<file path="src/include/frc_pkg.sv">
// frc_pkg: constants of the filterless rate upconverter
// assumes: one 50 MHz clock, AXI4-Lite register access, word index times four is the byte address
// Operation
// - take 24-bit stereo DAC samples, emit faster
// - run only while enable bit 12 set
// - rate field bits 11:0 sets output spacing
// - one pair every 2*(rate+1) clock cycles
// - each stored output pair raises interrupt request
// - full flags 13/14 set on update, clear on read of that side's high word
// - overrun bit 15 when update finds full set
// - output valid after 19 DAC interrupts
// - high word bits 23:8, low byte separate
// - config and data registers reset to zero
package frc_pkg;

  // bus geometry
  localparam int ADDR_W = 18;
  localparam int DATA_W = 32;
  localparam int REG_W = 16;
  localparam int SAMPLE_W = 24;

  // register indices, byte address is index times four
  localparam logic [15:0] IDX_CONFIG = 16'hFEC6;
  localparam logic [15:0] IDX_LEFT_LOW = 16'hFEC7;
  localparam logic [15:0] IDX_LEFT_HIGH = 16'hFED8;
  localparam logic [15:0] IDX_RIGHT_LOW = 16'hFED9;
  localparam logic [15:0] IDX_RIGHT_HIGH = 16'hFEDA;
  localparam logic [15:0] IDX_IRQ_STATUS = 16'hFEE0;
  localparam logic [15:0] IDX_IRQ_MASK = 16'hFEE1;

  // config field layout
  localparam int RATE_LSB = 0;
  localparam int RATE_W = 12;
  localparam int ENABLE_BIT = 12;
  localparam int LEFT_FULL_BIT = 13;
  localparam int RIGHT_FULL_BIT = 14;
  localparam int OVERRUN_BIT = 15;

  // interrupt status layout
  localparam int IRQ_W = 2;
  localparam int IRQ_PAIR_BIT = 0;
  localparam int IRQ_OVERRUN_BIT = 1;

  // reset values
  localparam logic [REG_W-1:0] CONFIG_RESET = 16'h0000;
  localparam logic [REG_W-1:0] DATA_RESET = 16'h0000;
  localparam logic [IRQ_W-1:0] IRQ_RESET = 2'h0;

  // timing counts
  localparam int WARMUP_W = 5;
  localparam logic [WARMUP_W-1:0] WARMUP_DAC_IRQS = 5'h13;
  localparam int PERIOD_W = 13;

  // bus answers
  localparam logic [1:0] RESP_OKAY = 2'h0;
  localparam logic [1:0] RESP_SLVERR = 2'h2;

endpackage : frc_pkg

</file>
<file path="src/design/frc_rate_tick.sv">
// frc_rate_tick: output sample pacing divider
// assumes: rate field held stable by software while running
`timescale 1ns/100ps
module frc_rate_tick (
  // clock and reset
  input wire logic clock_in,
  input wire logic rst_in,
  // control
  input wire logic enable_in,
  input wire logic [frc_pkg::RATE_W-1:0] rate_in,
  // pacing pulse
  output logic tick_out
);

  logic [frc_pkg::PERIOD_W-1:0] count;
  logic [frc_pkg::PERIOD_W-1:0] reload;

  // period 2*(rate+1) cycles, so reload at 2*rate+1
  assign reload = {rate_in, 1'b1};

  always_ff @(posedge clock_in or posedge rst_in) begin
    if (rst_in) begin
      count <= '0;
      tick_out <= 1'b0;
    end else if (!enable_in) begin
      // held at zero so the first pair waits a full period
      count <= '0;
      tick_out <= 1'b0;
    end else if (count == reload) begin
      count <= '0;
      tick_out <= 1'b1;
    end else begin
      count <= count + 1'b1;
      tick_out <= 1'b0;
    end
  end

endmodule : frc_rate_tick

</file>
<file path="src/design/frc_warmup.sv">
// frc_warmup: start-up delay line fill tracker
// assumes: dac strobe is a one-cycle pulse per input sample pair
`timescale 1ns/100ps
module frc_warmup (
  // clock and reset
  input wire logic clock_in,
  input wire logic rst_in,
  // control
  input wire logic enable_in,
  input wire logic dac_strobe_in,
  // status
  output logic valid_out
);

  logic [frc_pkg::WARMUP_W-1:0] seen;

  always_ff @(posedge clock_in or posedge rst_in) begin
    if (rst_in) begin
      seen <= '0;
      valid_out <= 1'b0;
    end else if (!enable_in) begin
      // restart after every disable, the delay line refills
      seen <= '0;
      valid_out <= 1'b0;
    end else if (dac_strobe_in && !valid_out) begin
      seen <= seen + 1'b1;
      valid_out <= (seen + 1'b1 == frc_pkg::WARMUP_DAC_IRQS);
    end
  end

endmodule : frc_warmup

</file>
<file path="src/design/frc_top.sv">
// frc_top: filterless rate upconverter with AXI4-Lite registers
// assumes: dac sample and strobe synchronous to clock_in, one bus master
//
// The AXI4-Lite slave port was chosen for this implementation.
`timescale 1ns/100ps
module frc_top (
  // clock and reset
  input wire logic clock_in,
  input wire logic rst_in,
  // dac sample tap
  input wire logic [frc_pkg::SAMPLE_W-1:0] dac_left_in,
  input wire logic [frc_pkg::SAMPLE_W-1:0] dac_right_in,
  input wire logic dac_strobe_in,
  // axi write address
  input wire logic [frc_pkg::ADDR_W-1:0] s_axi_awaddr_in,
  input wire logic [2:0] s_axi_awprot_in,
  input wire logic s_axi_awvalid_in,
  output logic s_axi_awready_out,
  // axi write data
  input wire logic [frc_pkg::DATA_W-1:0] s_axi_wdata_in,
  input wire logic [3:0] s_axi_wstrb_in,
  input wire logic s_axi_wvalid_in,
  output logic s_axi_wready_out,
  // axi write response
  output logic [1:0] s_axi_bresp_out,
  output logic s_axi_bvalid_out,
  input wire logic s_axi_bready_in,
  // axi read address
  input wire logic [frc_pkg::ADDR_W-1:0] s_axi_araddr_in,
  input wire logic [2:0] s_axi_arprot_in,
  input wire logic s_axi_arvalid_in,
  output logic s_axi_arready_out,
  // axi read data
  output logic [frc_pkg::DATA_W-1:0] s_axi_rdata_out,
  output logic [1:0] s_axi_rresp_out,
  output logic s_axi_rvalid_out,
  input wire logic s_axi_rready_in,
  // interrupt
  output logic irq_out
);

  ////////////////////////////////////////////////////////////////////////////////
  // declarations

  // register contents
  logic [frc_pkg::RATE_W-1:0] output_rate_field;
  logic converter_enable;
  logic left_full_flag;
  logic right_full_flag;
  logic overrun_flag;
  logic [frc_pkg::REG_W-1:0] left_low_byte;
  logic [frc_pkg::REG_W-1:0] left_high_word;
  logic [frc_pkg::REG_W-1:0] right_low_byte;
  logic [frc_pkg::REG_W-1:0] right_high_word;
  logic [frc_pkg::IRQ_W-1:0] irq_status;
  logic [frc_pkg::IRQ_W-1:0] irq_mask;

  // sample path
  logic [frc_pkg::SAMPLE_W-1:0] hold_left;
  logic [frc_pkg::SAMPLE_W-1:0] hold_right;
  logic tick;
  logic warm;
  logic update;

  // write channel capture
  logic aw_held;
  logic w_held;
  logic [frc_pkg::ADDR_W-1:0] aw_addr;
  logic [frc_pkg::DATA_W-1:0] w_data;
  logic [3:0] w_strb;
  logic do_write;
  logic [15:0] w_index;
  logic w_hit;
  logic [frc_pkg::REG_W-1:0] w_val;

  // read channel
  logic do_read;
  logic [15:0] r_index;
  logic r_hit;
  logic [frc_pkg::REG_W-1:0] r_val;
  logic read_left;
  logic read_right;

  // write decode strobes
  logic wr_config;
  logic wr_left_low;
  logic wr_left_high;
  logic wr_right_low;
  logic wr_right_high;
  logic wr_status;
  logic wr_mask;

  ////////////////////////////////////////////////////////////////////////////////
  // pacing and start-up

  frc_rate_tick u_rate_tick (
    .clock_in (clock_in),
    .rst_in (rst_in),
    .enable_in (converter_enable),
    .rate_in (output_rate_field),
    .tick_out (tick)
  );

  frc_warmup u_warmup (
    .clock_in (clock_in),
    .rst_in (rst_in),
    .enable_in (converter_enable),
    .dac_strobe_in (dac_strobe_in),
    .valid_out (warm)
  );

  // no output pair until the delay line has filled
  assign update = tick && warm && converter_enable;

  ////////////////////////////////////////////////////////////////////////////////
  // sample hold, filterless: last input pair is repeated at the output rate

  always_ff @(posedge clock_in or posedge rst_in) begin
    if (rst_in) begin
      hold_left <= '0;
      hold_right <= '0;
    end else if (dac_strobe_in) begin
      hold_left <= dac_left_in;
      hold_right <= dac_right_in;
    end
  end

  ////////////////////////////////////////////////////////////////////////////////
  // write channel: address and data taken in either order

  assign do_write = aw_held && w_held && !s_axi_bvalid_out;
  assign w_index = aw_addr[frc_pkg::ADDR_W-1:2];
  assign w_val = w_data[frc_pkg::REG_W-1:0];

  always_ff @(posedge clock_in or posedge rst_in) begin
    if (rst_in) begin
      aw_held <= 1'b0;
      aw_addr <= '0;
      s_axi_awready_out <= 1'b1;
    end else if (s_axi_awvalid_in && s_axi_awready_out) begin
      aw_held <= 1'b1;
      aw_addr <= s_axi_awaddr_in;
      s_axi_awready_out <= 1'b0;
    end else if (do_write) begin
      aw_held <= 1'b0;
      s_axi_awready_out <= 1'b1;
    end
  end

  always_ff @(posedge clock_in or posedge rst_in) begin
    if (rst_in) begin
      w_held <= 1'b0;
      w_data <= '0;
      w_strb <= '0;
      s_axi_wready_out <= 1'b1;
    end else if (s_axi_wvalid_in && s_axi_wready_out) begin
      w_held <= 1'b1;
      w_data <= s_axi_wdata_in;
      w_strb <= s_axi_wstrb_in;
      s_axi_wready_out <= 1'b0;
    end else if (do_write) begin
      w_held <= 1'b0;
      s_axi_wready_out <= 1'b1;
    end
  end

  always_comb begin
    wr_config = 1'b0;
    wr_left_low = 1'b0;
    wr_left_high = 1'b0;
    wr_right_low = 1'b0;
    wr_right_high = 1'b0;
    wr_status = 1'b0;
    wr_mask = 1'b0;
    w_hit = 1'b1;
    unique case (w_index)
      frc_pkg::IDX_CONFIG: wr_config = do_write;
      frc_pkg::IDX_LEFT_LOW: wr_left_low = do_write;
      frc_pkg::IDX_LEFT_HIGH: wr_left_high = do_write;
      frc_pkg::IDX_RIGHT_LOW: wr_right_low = do_write;
      frc_pkg::IDX_RIGHT_HIGH: wr_right_high = do_write;
      frc_pkg::IDX_IRQ_STATUS: wr_status = do_write;
      frc_pkg::IDX_IRQ_MASK: wr_mask = do_write;
      default: w_hit = 1'b0;
    endcase
  end

  always_ff @(posedge clock_in or posedge rst_in) begin
    if (rst_in) begin
      s_axi_bvalid_out <= 1'b0;
      s_axi_bresp_out <= frc_pkg::RESP_OKAY;
    end else if (do_write) begin
      s_axi_bvalid_out <= 1'b1;
      s_axi_bresp_out <= w_hit ? frc_pkg::RESP_OKAY : frc_pkg::RESP_SLVERR;
    end else if (s_axi_bready_in) begin
      s_axi_bvalid_out <= 1'b0;
    end
  end

  ////////////////////////////////////////////////////////////////////////////////
  // configuration register

  always_ff @(posedge clock_in or posedge rst_in) begin
    if (rst_in) begin
      output_rate_field <= frc_pkg::CONFIG_RESET[frc_pkg::RATE_W-1:0];
      converter_enable <= frc_pkg::CONFIG_RESET[frc_pkg::ENABLE_BIT];
    end else if (wr_config) begin
      if (w_strb[0]) begin
        output_rate_field[7:0] <= w_val[7:0];
      end
      if (w_strb[1]) begin
        output_rate_field[frc_pkg::RATE_W-1:8] <= w_val[frc_pkg::RATE_W-1:8];
        converter_enable <= w_val[frc_pkg::ENABLE_BIT];
      end
    end
  end

  ////////////////////////////////////////////////////////////////////////////////
  // full and overrun flags; a new pair wins over a read in the same cycle

  always_ff @(posedge clock_in or posedge rst_in) begin
    if (rst_in) begin
      left_full_flag <= frc_pkg::CONFIG_RESET[frc_pkg::LEFT_FULL_BIT];
      right_full_flag <= frc_pkg::CONFIG_RESET[frc_pkg::RIGHT_FULL_BIT];
    end else begin
      if (update) begin
        left_full_flag <= 1'b1;
      end else if (read_left) begin
        left_full_flag <= 1'b0;
      end
      if (update) begin
        right_full_flag <= 1'b1;
      end else if (read_right) begin
        right_full_flag <= 1'b0;
      end
    end
  end

  always_ff @(posedge clock_in or posedge rst_in) begin
    if (rst_in) begin
      overrun_flag <= frc_pkg::CONFIG_RESET[frc_pkg::OVERRUN_BIT];
    end else if (update && (left_full_flag || right_full_flag)) begin
      overrun_flag <= 1'b1;
    end else if (wr_config && w_strb[1] && w_val[frc_pkg::OVERRUN_BIT]) begin
      // write one to clear, otherwise it would stick forever
      overrun_flag <= 1'b0;
    end
  end

  ////////////////////////////////////////////////////////////////////////////////
  // output data registers

  always_ff @(posedge clock_in or posedge rst_in) begin
    if (rst_in) begin
      left_low_byte <= frc_pkg::DATA_RESET;
      left_high_word <= frc_pkg::DATA_RESET;
      right_low_byte <= frc_pkg::DATA_RESET;
      right_high_word <= frc_pkg::DATA_RESET;
    end else if (update) begin
      left_high_word <= hold_left[23:8];
      left_low_byte <= {hold_left[7:0], 8'h00};
      right_high_word <= hold_right[23:8];
      right_low_byte <= {hold_right[7:0], 8'h00};
    end else begin
      // software may also write, the hardware pair wins on collision
      if (wr_left_low && w_strb[1]) begin
        left_low_byte[15:8] <= w_val[15:8];
      end
      if (wr_left_high) begin
        if (w_strb[0]) begin
          left_high_word[7:0] <= w_val[7:0];
        end
        if (w_strb[1]) begin
          left_high_word[15:8] <= w_val[15:8];
        end
      end
      if (wr_right_low && w_strb[1]) begin
        right_low_byte[15:8] <= w_val[15:8];
      end
      if (wr_right_high) begin
        if (w_strb[0]) begin
          right_high_word[7:0] <= w_val[7:0];
        end
        if (w_strb[1]) begin
          right_high_word[15:8] <= w_val[15:8];
        end
      end
    end
  end

  ////////////////////////////////////////////////////////////////////////////////
  // interrupt status and mask; set wins over the write-one clear

  always_ff @(posedge clock_in or posedge rst_in) begin
    if (rst_in) begin
      irq_status <= frc_pkg::IRQ_RESET;
    end else begin
      if (update) begin
        irq_status[frc_pkg::IRQ_PAIR_BIT] <= 1'b1;
      end else if (wr_status && w_strb[0] && w_val[frc_pkg::IRQ_PAIR_BIT]) begin
        irq_status[frc_pkg::IRQ_PAIR_BIT] <= 1'b0;
      end
      if (update && (left_full_flag || right_full_flag)) begin
        irq_status[frc_pkg::IRQ_OVERRUN_BIT] <= 1'b1;
      end else if (wr_status && w_strb[0] && w_val[frc_pkg::IRQ_OVERRUN_BIT]) begin
        irq_status[frc_pkg::IRQ_OVERRUN_BIT] <= 1'b0;
      end
    end
  end

  always_ff @(posedge clock_in or posedge rst_in) begin
    if (rst_in) begin
      irq_mask <= frc_pkg::IRQ_RESET;
    end else if (wr_mask && w_strb[0]) begin
      irq_mask <= w_val[frc_pkg::IRQ_W-1:0];
    end
  end

  // registered, so the line trails the status bit by one cycle
  always_ff @(posedge clock_in or posedge rst_in) begin
    if (rst_in) begin
      irq_out <= 1'b0;
    end else begin
      irq_out <= |(irq_status & irq_mask);
    end
  end

  ////////////////////////////////////////////////////////////////////////////////
  // read channel: one read under way, answer one cycle after the address

  assign do_read = s_axi_arvalid_in && s_axi_arready_out;
  assign r_index = s_axi_araddr_in[frc_pkg::ADDR_W-1:2];
  assign read_left = do_read && (r_index == frc_pkg::IDX_LEFT_HIGH);
  assign read_right = do_read && (r_index == frc_pkg::IDX_RIGHT_HIGH);

  always_comb begin
    r_val = '0;
    r_hit = 1'b1;
    unique case (r_index)
      frc_pkg::IDX_CONFIG: r_val = {overrun_flag, right_full_flag, left_full_flag,
                                    converter_enable, output_rate_field};
      frc_pkg::IDX_LEFT_LOW: r_val = left_low_byte;
      frc_pkg::IDX_LEFT_HIGH: r_val = left_high_word;
      frc_pkg::IDX_RIGHT_LOW: r_val = right_low_byte;
      frc_pkg::IDX_RIGHT_HIGH: r_val = right_high_word;
      frc_pkg::IDX_IRQ_STATUS: r_val = {{(frc_pkg::REG_W-frc_pkg::IRQ_W){1'b0}}, irq_status};
      frc_pkg::IDX_IRQ_MASK: r_val = {{(frc_pkg::REG_W-frc_pkg::IRQ_W){1'b0}}, irq_mask};
      default: r_hit = 1'b0;
    endcase
  end

  always_ff @(posedge clock_in or posedge rst_in) begin
    if (rst_in) begin
      s_axi_arready_out <= 1'b1;
      s_axi_rvalid_out <= 1'b0;
      s_axi_rdata_out <= '0;
      s_axi_rresp_out <= frc_pkg::RESP_OKAY;
    end else if (do_read) begin
      s_axi_arready_out <= 1'b0;
      s_axi_rvalid_out <= 1'b1;
      s_axi_rdata_out <= {{(frc_pkg::DATA_W-frc_pkg::REG_W){1'b0}}, r_val};
      s_axi_rresp_out <= r_hit ? frc_pkg::RESP_OKAY : frc_pkg::RESP_SLVERR;
    end else if (s_axi_rvalid_out && s_axi_rready_in) begin
      s_axi_arready_out <= 1'b1;
      s_axi_rvalid_out <= 1'b0;
    end
  end

endmodule : frc_top

</file>
<file path="config.mk">
export PLATFORM = sky130hd
export DESIGN_NAME = frc_top
export DESIGN_NICKNAME = d
export VERILOG_FILES = /design/src/include/frc_pkg.sv /design/src/design/frc_rate_tick.sv /design/src/design/frc_warmup.sv /design/src/design/frc_top.sv
export SDC_FILE = /design/constraint.sdc
export NUM_CORES = 1
export LEC_CHECK = 0
export BUFFER_PORTS_ARGS = -buffer_cell sky130_fd_sc_hd__buf_4
export CORE_MARGIN = 1.5
export CORE_UTILIZATION = 35
export CTS_CLUSTER_SIZE = 8
export DETAILED_ROUTE_END_ITERATION = 8
export SYNTH_ARGS = -nofsm -noshare
export SYNTH_HDL_FRONTEND = slang
export SYNTH_SLANG_ARGS = --single-unit
</file>
<file path="constraint.sdc">
create_clock -name clock_in -period 19.4 [get_ports clock_in]
set_clock_uncertainty 0.1 [all_clocks]
set_input_delay 3.88 -clock clock_in [delete_from_list [all_inputs] [get_ports clock_in]]
set_output_delay 3.88 -clock clock_in [all_outputs]
set_load 0.02 [all_outputs]
</file>
==> impl_metrics.csv <==
group,metric,value,unit
run_status,status,"completed",
worst_setup_path,path_cells,"buf_4, or4b_1, nor4_1, a22oi_1, a22oi_1",
power,power.density,96.4,nW/µm²
floorplanning,rows,59,
worst_setup_path,cp-end-kind,"flop",
final_layout,multi_input_area,4220,µm²
drt,routed_wl,23300,µm
sta,setup_viol,0,
clocking,clockBufferDepth,2,
global_routing,grt_use_total,0.173,
synth,synthSimpleGateAreaFrac,0.145,
clocking,cts_max_level,4,
synth,synth_fa_ha_area_frac,0.00399,
drt,drtIter0Drc,549,
power,clockPowerShare,0.353,
placed_design,place_congestion,0.813,
power,power_switching_share,0.306,
synth,synth_top_family_by_area,"multiplexers",
synth,muxShareOfSynthArea,0.165,
global_routing,overflow,0,
global_routing,use_met2,0.257,
synth,seq_area_frac_synth,0.522,
placed_design,placedCellCount,1223,
sta,maxSlewHeadroom,0.226,
worst_setup_path,arrival,5.88,ns
global_routing,grt_pass1_vias,6501,
power,netSwitchingPower,331,µW
sta,fmax,0.178,GHz
final_layout,layout-drive-gt1-share,0.351,
power,vdd.ir_drop.worst,0.0669,mV
sta,slew_viol_final,0,
synth,synth_cells,795,
power,leakagePower,0.00501,µW
worst_setup_path,crit_family,"simple AND/OR/NAND/NOR gates",
clocking,cts-root-buf,"clkbuf_16",
final_layout,stdcell_count,1255,
clocking,cts.sinks,196,
sta,fin_ws,13.78,ns
clocking,cts.clk_slew.worst_paths,0.08,ns
drt,vias,6593,
worst_setup_path,slowest_delay,0.68,ns
synth,synth.avg_cell_area,11.8,µm²
sta,rsz0062_at_grt,"false",
clocking,ctsResizeCount,0,
sta,worstMarginPinSlew,1.15,ns
floorplanning,die_area,27900,µm²
drt,wl_per_cell,18.5,µm
global_routing,grt_pass1_wl,37400,µm
floorplanning,initial_core_util,0.359,
clocking,cts-buffers-inserted,17,
worst_setup_path,crit_path_start_kind,"input port",
floorplanning,core-area,26200,µm²
power,internal_power,752,µW
final_layout,diodes,0,
job,cap_violations,0,
global_routing,antenna_found_initial,0,
worst_setup_path,cp.required,19.66,ns
power,comb_power_share,0.154,
floorplanning,chipWidth,167,µm
power,p_seq_frac,0.493,
clocking,cts_hold_buf,0,
clocking,cts_tree,"done",
floorplanning,dieHeight,167,µm
final_layout,n_fill_cell,2450,
placed_design,place_ws,13.42,ns
drt,drtAntennaViolNets,0,
worst_setup_path,critPathBufInv,1,
drt,drtPass1Iterations,5,
drt,drc,0,
synth,syn-cell-area,9410,µm²
final_layout,final_common_cell,"dfrtp_1",
sta,fin_crit,5.62,ns
worst_setup_path,path_class,"in2reg",
placed_design,io_buffers,129,
global_routing,grt.met3_usage,0.0314,
synth,synth_compound_area_frac,0.101,
clocking,post_cts_buffers,0,
sta,finalHoldViolations,0,
placed_design,dp.final_hpwl,16300,µm
worst_setup_path,cp_slowest_cell,"nor4_1",
synth,synth-edff-count,0,
final_layout,area_growth,19.5,%
hold_path,hold_path_class,"reg2reg",
synth,yosysUniqueCellTypes,65,
global_routing,grtUsageMet1,0.258,
final_layout,finalNetCount,1044,
sta,fin_crit_sh,0.290,
worst_setup_path,cp_common_cell,"a22oi_1",
synth,synth-async-reset-ratio,1.00,
synth,yosysWarningCount,0,
final_layout,register_area,4910,µm²
global_routing,grt_max_degree,130,
drt,via_per_inst,5.25,
worst_setup_path,crit_fanout,29,
final_layout,final_cell_mix,"193 x dfrtp_1, 133 x buf_4, 122 x mux2_2",
clocking,clk_latency,0.45,ns
global_routing,top_usage_layer,"met1",
synth,synth-xor-area-share,0.0261,
synth,ys.flop_type,"dfrtp_1",
sta,fin_tns_setup,0,ns
synth,yosys_register_bits,196,
floorplanning,ios,176,
## worst paths after layout
kind                                           startpoint                        endpoint  slack [ns]  depth (start not counted)
max                                    s_axi_araddr_in[3]  s_axi_rdata_out[0]$_DFFE_PP0P_       13.78                          5
min                        u_rate_tick.count[0]$_DFF_PP0_  u_rate_tick.count[0]$_DFF_PP0_        0.38                          1
max reg2reg                       aw_addr[14]$_DFFE_PP0P_   left_high_word[2]$_DFFE_PP0P_       16.78                          4
min reg2reg                u_rate_tick.count[0]$_DFF_PP0_  u_rate_tick.count[0]$_DFF_PP0_        0.38                          1
max in group asynchronous                          rst_in       hold_left[23]$_DFFE_PP0P_       14.21                          3
min in group asynchronous                          rst_in        hold_left[1]$_DFFE_PP0P_        3.51                          2
## worst reg2reg max path, delay by kind of cell (launching register included)
kind / cells / cell delay (ns)
multiplexers: 1 / 0.39
AND/OR/NAND/NOR: 2 / 1.11
flip-flops: 1 / 0.37
AO/OA/AOI/OAI: 1 / 0.52
## registers in the layout (all words and copies together), names as in the netlist, 2 cells and up
signal,count
irq_mask,2
left_high_word,16
u_rate_tick.count,13
w_data,16
w_strb,2
u_warmup.seen,5
irq_status,2
right_low_byte,8
aw_addr,16
left_low_byte,8
right_high_word,16
output_rate_field,12
s_axi_rdata_out,16
hold_right,24
hold_left,24
## power groups by stage
stage                     Clock [µW]  Combinational, µW  Sequential (µW)
after detailed placement           0                169              542
after global routing             404                185              542
after floorplan                    0                121              515
after CTS                        391                169              533
final                            382                167              534
after global placement             0                165              539
## layout make-up
type                    instances  area share
flip-flops and latches        196       0.437
multi-input cells             547       0.375
repair buffers                133      0.0888
clock buffers                  18      0.0391
well taps                     335      0.0373
clock inverters                14      0.0185
inverters                      12     0.00467
## kinds of logic (layout without fill, tap and decap cells)
group | after synthesis | in the layout
AND/OR/NAND/NOR | 237 | 237
flip-flops | 196 | 196
multiplexers | 138 | 138
AO/OA/AOI/OAI | 123 | 123
buffers and inverters | 69 | 177
XOR/XNOR | 28 | 28
adder cells (fa/ha/maj) | 3 | 3
other | 1 | 18
## Yosys cell counts (all sizes together) (11+ instances only)
master	number	area share
nand3	11	0.0058
inv	11	0.0044
xnor2	19	0.018
mux2	137	0.16
clkbuf	18	0.0072
a31oi	16	0.011
o21ai	17	0.0090
dfrtp	193	0.51
o31ai	20	0.016
a22oi	26	0.021
a21boi	11	0.0088
nand2	81	0.033
nand2b	17	0.011
o221a	16	0.019
nor2	42	0.017
buf	39	0.025
nand4	29	0.020
## layer usage
layer / wire length [µm] / vias up / part of all wire
met5: 0 / - / 0
met4: 340 / 0 / 0.015
met3: 1090 / 23 / 0.047
met2: 10400 / 161 / 0.45
met1: 11400 / 3296 / 0.49
li1: - / 3113 / -
## metrics by stage
stage                     area (µm²)  hold WS, ns   util  power (µW)
after floorplan                 9470        0.338      -         636
after global placement         10600        0.365  0.404         704
after detailed placement       10600        0.361  0.404         710
after CTS                      11200        0.379  0.429        1090
after global routing           11200        0.419  0.429        1130
final                          11200        0.380  0.429        1080
Note: power is estimated with default switching activity, not from simulation.
